--- config.mk ---
export PLATFORM = sky130hd
export DESIGN_NAME = stb_tag_bus_ctrl
export DESIGN_NICKNAME = d
export VERILOG_FILES = /design/src/include/stb_pkg.sv /design/src/design/stb_tag_bus_ctrl.sv
export SDC_FILE = /design/constraint.sdc
export NUM_CORES = 1
export LEC_CHECK = 0
export BUFFER_PORTS_ARGS = -buffer_cell sky130_fd_sc_hd__buf_2
export CORE_ASPECT_RATIO = 1.4
export CORE_UTILIZATION = 51
export CTS_CLUSTER_SIZE = 40
export DETAILED_ROUTE_END_ITERATION = 8
export PLACE_DENSITY = 0.89
export SLEW_MARGIN = 20
export SYNTH_ARGS = -nofsm -noshare
export SYNTH_HDL_FRONTEND = slang
export SYNTH_SLANG_ARGS = --single-unit
export TNS_END_PERCENT = 10
--- constraint.sdc ---
create_clock -name i_sys_clk -period 2.75 [get_ports i_sys_clk]
set_input_delay 0 -clock i_sys_clk [delete_from_list [all_inputs] [get_ports i_sys_clk]]
set_output_delay 0 -clock i_sys_clk [all_outputs]
set_load 0.05 [all_outputs]
--- src/include/stb_pkg.sv ---
// Package for the tag bus controller: bus widths, tag codes, control word bits,
// status bits and timing counts.
// Assumes a 25 MHz system clock.
package stb_pkg;
  localparam int BUS_OUT_W      = 10;
  localparam int BUS_IN_W       = 8;
  localparam int UNIT_W         = 4;
  localparam int NUM_TAGS       = 6;

  // Control word bit positions under the control tag
  localparam int CTL_WRITE_WIN  = 0;
  localparam int CTL_READ_WIN   = 1;
  localparam int CTL_OFS_PLUS   = 2;
  localparam int CTL_OFS_MINUS  = 3;
  localparam int CTL_FAULT_CLR  = 4;
  localparam int CTL_AM_ENABLE  = 5;
  localparam int CTL_RTZ        = 6;
  localparam int CTL_STB_EARLY  = 7;
  localparam int CTL_STB_LATE   = 8;
  localparam int CTL_RELEASE    = 9;

  // Basic status bit positions
  localparam int ST_READY       = 0;
  localparam int ST_ON_CYL      = 1;
  localparam int ST_SEEK_ERR    = 2;
  localparam int ST_FAULT       = 3;
  localparam int ST_WR_PROT     = 4;
  localparam int ST_ADDRESS_MARK_FOUND = 5;
  localparam int ST_INDEX       = 6;
  localparam int ST_SECTOR      = 7;

  // Setup/hold and strobe width in cycles
  localparam int SETUP_CYC      = 1;
  localparam int STROBE_CYC     = 1;
  localparam int HOLD_CYC       = 1;
  localparam int CNT_W          = 4;
  localparam logic [CNT_W-1:0] SETUP_CNT  = CNT_W'(SETUP_CYC);
  localparam logic [CNT_W-1:0] STROBE_CNT = CNT_W'(STROBE_CYC);
  localparam logic [CNT_W-1:0] HOLD_CNT   = CNT_W'(HOLD_CYC);
  localparam logic [CNT_W-1:0] CNT_ONE    = 4'h1;
  localparam logic [CNT_W-1:0] CNT_ZERO   = 4'h0;

  // Function tags (bus out meaning selector)
  typedef enum logic [2:0] {
    TAG_CYL    = 3'h0,
    TAG_HEAD   = 3'h1,
    TAG_CTRL   = 3'h2,
    TAG_SECTOR = 3'h3,
    TAG_EXT    = 3'h4,
    TAG_DEVTYP = 3'h5
  } stb_tag_e;

  typedef struct packed {
    stb_tag_e               tag;
    logic [BUS_OUT_W-1:0]   word;
  } stb_cmd_s;

  typedef struct packed {
    logic [BUS_OUT_W-1:0]   bus_out;
    logic [NUM_TAGS-1:0]    tag_strobe;
    logic [UNIT_W-1:0]      unit_num;
    logic                   unit_strobe;
  } stb_link_s;
endpackage

--- src/design/stb_tag_bus_ctrl.sv ---
// Tag bus controller: selects a drive over unit lines and its own strobe,
// then issues function words on the command bus under one of six tag strobes.
// Assumes the drive's lines are synchronous to i_sys_clk; cable drivers are outside.
// Functional notes
// - Every address and control word goes out on a ten-line command bus.
// - Which of six tag strobes is pulsed sets what the command word means.
// - A drive is selected by unit number lines latched with their own unit strobe.
// - Tag strobes other than the unit strobe are sent only while the drive acknowledges selection.
// - The unit number field addresses up to sixteen drives.
// - Commands and status use only the control cable; serial data uses the data cable.
// - Dual-port drives arbitrate with priority claim, busy and release lines; here claim and busy are only registered out, and there is no release line.
// - Under the control tag bits 0 to 9 are write, read, offset plus/minus, fault clear, AM enable, RTZ, early, late, release.
`timescale 1ns/1ps
module stb_tag_bus_ctrl (
  input  wire logic                       i_sys_clk,
  input  wire logic                       i_sys_rst,
  input  wire logic                       i_sel_valid,
  output logic                            o_sel_ready,
  input  wire logic [stb_pkg::UNIT_W-1:0] i_sel_unit,
  input  wire logic                       i_cmd_valid,
  output logic                            o_cmd_ready,
  input  wire stb_pkg::stb_cmd_s          i_cmd,
  input  wire logic                       i_priority_claim,
  input  wire logic                       i_unit_selected,
  input  wire logic [stb_pkg::BUS_IN_W-1:0] i_bus_in,
  input  wire logic                       i_busy,
  output stb_pkg::stb_link_s              o_link,
  output logic                            o_priority_select,
  output logic                            o_selected,
  output logic                            o_busy_seen,
  output logic [stb_pkg::BUS_IN_W-1:0]    o_status,
  output logic                            o_write_refused
);

  typedef enum logic [2:0] {S_IDLE, S_SETUP, S_STROBE, S_HOLD} stb_state_e;

  stb_state_e                         state_reg;
  logic [stb_pkg::CNT_W-1:0]          cnt_reg;
  logic                               is_unit_reg;
  logic [stb_pkg::BUS_OUT_W-1:0]      bus_out_reg;
  stb_pkg::stb_tag_e                  tag_reg;
  logic [stb_pkg::UNIT_W-1:0]         unit_reg;
  logic [stb_pkg::NUM_TAGS-1:0]       tag_stb_reg;
  logic                               unit_stb_reg;
  logic [stb_pkg::BUS_IN_W-1:0]       status_reg;
  logic                               refused_reg;
  logic                               selected_reg;
  logic                               busy_reg;
  logic                               prio_reg;

  function automatic logic [stb_pkg::NUM_TAGS-1:0] tag_onehot(input stb_pkg::stb_tag_e t);
    logic [stb_pkg::NUM_TAGS-1:0] v;
    v = '0;
    v[t] = 1'b1;
    return v;
  endfunction

  // Write window is legal only with the drive ready, on cylinder and without seek error, write protect or fault
  function automatic logic write_legal(input logic [stb_pkg::BUS_IN_W-1:0] st);
    return st[stb_pkg::ST_READY] && st[stb_pkg::ST_ON_CYL] && !st[stb_pkg::ST_SEEK_ERR]
           && !st[stb_pkg::ST_WR_PROT] && !st[stb_pkg::ST_FAULT];
  endfunction

  logic idle;
  logic wr_req;
  assign idle        = (state_reg == S_IDLE);
  assign o_sel_ready = idle;
  assign wr_req      = (i_cmd.tag == stb_pkg::TAG_CTRL) && i_cmd.word[stb_pkg::CTL_WRITE_WIN];
  // Function strobes only while the drive acknowledges selection
  assign o_cmd_ready = idle && !i_sel_valid && i_unit_selected;

  logic take_sel;
  logic take_cmd;
  logic take_refuse;
  assign take_sel    = idle && i_sel_valid;
  assign take_cmd    = o_cmd_ready && i_cmd_valid && !(wr_req && !write_legal(status_reg));
  assign take_refuse = o_cmd_ready && i_cmd_valid && wr_req && !write_legal(status_reg);

  // Sequencer: setup, strobe, hold
  always_ff @(posedge i_sys_clk) begin
    if (i_sys_rst) begin
      state_reg <= S_IDLE;
      cnt_reg   <= stb_pkg::CNT_ZERO;
    end else begin
      unique case (state_reg)
        S_IDLE: begin
          if (take_sel || take_cmd) begin
            state_reg <= S_SETUP;
            cnt_reg   <= stb_pkg::SETUP_CNT;
          end
        end
        S_SETUP: begin
          if (cnt_reg == stb_pkg::CNT_ONE) begin
            state_reg <= S_STROBE;
            cnt_reg   <= stb_pkg::STROBE_CNT;
          end else begin
            cnt_reg <= cnt_reg - stb_pkg::CNT_ONE;
          end
        end
        S_STROBE: begin
          if (cnt_reg == stb_pkg::CNT_ONE) begin
            state_reg <= S_HOLD;
            cnt_reg   <= stb_pkg::HOLD_CNT;
          end else begin
            cnt_reg <= cnt_reg - stb_pkg::CNT_ONE;
          end
        end
        S_HOLD: begin
          if (cnt_reg == stb_pkg::CNT_ONE) begin
            state_reg <= S_IDLE;
            cnt_reg   <= stb_pkg::CNT_ZERO;
          end else begin
            cnt_reg <= cnt_reg - stb_pkg::CNT_ONE;
          end
        end
        default: begin
          state_reg <= S_IDLE;
          cnt_reg   <= stb_pkg::CNT_ZERO;
        end
      endcase
    end
  end

  // Unit number is latched on a selection and held until the next one
  always_ff @(posedge i_sys_clk) begin
    if (i_sys_rst) begin
      unit_reg <= '0;
    end else if (take_sel) begin
      unit_reg <= i_sel_unit;
    end
  end

  // Command word is latched once and held through setup, strobe and hold
  always_ff @(posedge i_sys_clk) begin
    if (i_sys_rst) begin
      bus_out_reg <= '0;
      tag_reg     <= stb_pkg::TAG_CYL;
    end else if (take_cmd) begin
      bus_out_reg <= i_cmd.word;
      tag_reg     <= i_cmd.tag;
    end
  end

  // Whether the running sequence ends in the unit strobe or a tag strobe
  always_ff @(posedge i_sys_clk) begin
    if (i_sys_rst) begin
      is_unit_reg <= 1'b0;
    end else if (take_sel) begin
      is_unit_reg <= 1'b1;
    end else if (take_cmd) begin
      is_unit_reg <= 1'b0;
    end
  end

  // Strobes are registered and rise only in the strobe phase
  always_ff @(posedge i_sys_clk) begin
    if (i_sys_rst) begin
      tag_stb_reg  <= '0;
      unit_stb_reg <= 1'b0;
    end else if (state_reg == S_SETUP && cnt_reg == stb_pkg::CNT_ONE) begin
      tag_stb_reg  <= is_unit_reg ? '0 : tag_onehot(tag_reg);
      unit_stb_reg <= is_unit_reg;
    end else if (state_reg == S_STROBE && cnt_reg == stb_pkg::CNT_ONE) begin
      tag_stb_reg  <= '0;
      unit_stb_reg <= 1'b0;
    end
  end

  // Status bus capture
  always_ff @(posedge i_sys_clk) begin
    if (i_sys_rst) begin
      status_reg <= '0;
    end else begin
      status_reg <= i_bus_in;
    end
  end

  // Selection acknowledge from the drive
  always_ff @(posedge i_sys_clk) begin
    if (i_sys_rst) begin
      selected_reg <= 1'b0;
    end else begin
      selected_reg <= i_unit_selected;
    end
  end

  // Dual-port arbitration lines
  always_ff @(posedge i_sys_clk) begin
    if (i_sys_rst) begin
      busy_reg <= 1'b0;
      prio_reg <= 1'b0;
    end else begin
      busy_reg <= i_busy;
      prio_reg <= i_priority_claim;
    end
  end

  // One-cycle pulse for each refused write command
  always_ff @(posedge i_sys_clk) begin
    if (i_sys_rst) begin
      refused_reg <= 1'b0;
    end else begin
      refused_reg <= take_refuse;
    end
  end

  // Only control cable lines leave this block; no serial data path here
  always_comb begin
    o_link.bus_out     = bus_out_reg;
    o_link.tag_strobe  = tag_stb_reg;
    o_link.unit_num    = unit_reg;
    o_link.unit_strobe = unit_stb_reg;
  end

  assign o_priority_select = prio_reg;
  assign o_selected        = selected_reg;
  assign o_busy_seen       = busy_reg;
  assign o_status          = status_reg;
  assign o_write_refused   = refused_reg;

endmodule

==> metrics <==
final period utilization between 70% and 80%; synthesized area approximately 0.0017 mm²; Worst Hold Class in2reg; wire per inst between 15 and 20 µm; Avg Cell Area, Syn 8.87 µm²; Sw Share 41.6%; number of enable flip-flop cells after synthesis 0; Synth Register Bits 43; Synth Area in Adders 4.32%; total routed wirelength around 5.3 mm; die footprint 0.00365 mm²; First DRT Iteration DRCs 142; synth warn 0; clk_lat worst skew approximately 310 ps; via count 1898; Max FO, Critical Path 11; max FFs per register 10; post-layout min period around 2100 ps; I/O pins 67; synth unique cells 36; mux share of post-synthesis cell area under 10%; Net count, final 324; pins over their slew limit 0; Fin Setup TNS 0 ps; RSZ-0062 raised after global routing no; gr ovfl total 0; Max clock buf depth 2; post-synth top area cell dfxtp_1; fraction of synthesized cell area in xor and xnor cells 0%; most frequent cells in the layout 66 x buf_2, 43 x dfxtp_1, 27 x dlygate4sd3_1; worst vdd rail ir drop a little under 600 µV; Core ar. ~0.0032 mm²; largest cells by area after synthesis dfxtp_1 49%, a21oi_1 6.0%, o21ai_0 4.9%; Hold Fails Final Rpt 0; I/O Buffers 66; drt drc 0; status finished clean; share of synthesized flip-flops with an asynchronous set or reset 0%; clk sinks 43; vias in the first global route roughly 1900; Reg2Reg Launch Point state_reg[1]; Die W ~50 µm; Die Ht 71.1 µm; Post-synth top flop dfxtp_1; largest net degree at the start of global routing 43; skew final a little over 6 ps; CP endpoint kind register; combinational power share between 40% and 50%; Initial Utilization ~55%; area grow syn2layout 39.6%; Worst setup startpoint state_reg[1]; register area share after synthesis about half; H-tree depth 2; clock share of power approximately a fifth; Final Util between 70% and 80%; Syn Inst Count just under 200; sequential power share 39.3%; Total Routing Usage GR 31.2%; commonest non-fill, non-tap cell in the layout buf_2; Num CTS Buffers 5; share of cells above drive strength 1 27.2%; vias per cell 5.82; max_cap viols 0; CP Data Arrival Time around 2400 ps; initial antenna violation count 0; Psw 0.812 mW; Power Total approximately 2.0 mW; post-route cell area between 0.002 and 0.0025 mm²; Worst Tran Pin Value slightly below 1000 ps; area share of the largest cell type after synthesis 49.5%; highest clock rate between 400 and 500 MHz; setup bufs post-CTS 0; routability cong. about 0.86; DP HPWL about 2.7 mm; Clock Tree Root clkbuf_8; antenna diode instance count 0; Lkg Pwr roughly 1.1 nW; hold_sp i_cmd[11]; Slew Limit Headroom approximately a third; first-pass GRT wire length about 8.4 mm; Startpoint Class register; simple-gate share of the synthesized area a little over a fifth; Reg clk slew, reported paths approximately 80 ps; row cnt 24; CTS tree yes; largest family of logic cells by synthesized area simple AND/OR/NAND/NOR gates; PD cells around 800 mW/mm²; post-synthesis compound-gate area fraction about a fifth; post-route ant nets 0; Worst Setup Path Type reg2reg; Critical Path RT 2980 ps; placed cell area just over 0.002 mm²; Net Count, Synth about 230; Pint ~1.1 mW; drt pass-1 iters 6; final setup violation count 0
## cells in the mapped netlist (3+ instances only)
| cell type | n |
|---|---|
| nand2_1 | 12 |
| nor3_1 | 5 |
| ha_1 | 6 |
| a32oi_1 | 5 |
| buf_4 | 3 |
| nand3_1 | 15 |
| clkbuf_1 | 7 |
| o21ai_0 | 17 |
| nor2_1 | 13 |
| inv_1 | 8 |
| nand2b_1 | 3 |
| a21oi_1 | 21 |
| dfxtp_1 | 43 |
| nor2b_1 | 13 |
## metal layers
| layer | vias to the layer above | GRT usage [%] | wire length, µm |
|---|---|---|---|
| li1 | 869 | - | - |
| met1 | 867 | 34.7 | 1920 |
| met2 | 125 | 51.2 | 2690 |
| met3 | 37 | 7.31 | 333 |
| met4 | 0 | 21.9 | 330 |
| met5 | - | 0 | 0 |
## critical path: stages, from the launching register on
cell	delay, ps
dfxtp_1	360
inv_1	100
ha_1	390
nand2b_1	180
a311oi_1	530
or3_1	290
mux2i_1	210
## kinds of logic after synthesis
group,count (synthesis)
AND/OR/NAND/NOR,71
AO/OA/AOI/OAI,55
flip-flops,43
buffers and inverters,19
adder cells (fa/ha/maj),6
multiplexers,2
## cell type report
class | count | area, µm²
Clock inverter | 2 | 12.5
Clock buffer | 6 | 72.6
Fill cell | 217 | 754
Multi-Input combinational cell | 134 | 796
Tap cell | 39 | 48.8
Inverter | 8 | 30.0
Sequential cell | 43 | 861
Timing Repair Buffer | 94 | 608
## power by group through the flow
stage / Clock [mW] / Combinational (mW) / Sequential [mW]
3_5_place_dp: 0 / 0.706 / 0.772
6_report: 0.401 / 0.783 / 0.767
4_1_cts: 0.394 / 0.748 / 0.760
2_1_floorplan: 0 / 0.465 / 0.870
5_1_grt: 0.427 / 0.844 / 0.776
3_3_place_gp: 0 / 0.696 / 0.769
## through the flow
step | instances | hold WS [ps] | setup WS [ps]
3_5_place_dp | 291 | 212 | 865
6_report | 326 | 9.68 | 619
3_3_place_gp | 291 | 208 | 903
4_1_cts | 326 | 4.56 | 735
5_1_grt | 326 | 34.3 | 513
2_1_floorplan | 196 | 101 | 638
## what timing repair did
| item | in CTS | in global routing |
|---|---|---|
| resized for setup | 0 | 0 |
| endpoints found under the hold margin | 27 | 0 |
| hold buffers | 27 | 0 |
## worst paths after layout
| path | end | slack, ps | depth (start not counted) |
|---|---|---|---|
| worst max-delay path | state_reg[1] | 620 | 6 |
| worst min-delay path | tag_reg[1] | 10 | 3 |
| worst max register to register | state_reg[1] | 620 | 6 |
| worst min register to register | unit_reg[0] | 470 | 2 |
Power figures use the tool's default switching activity.
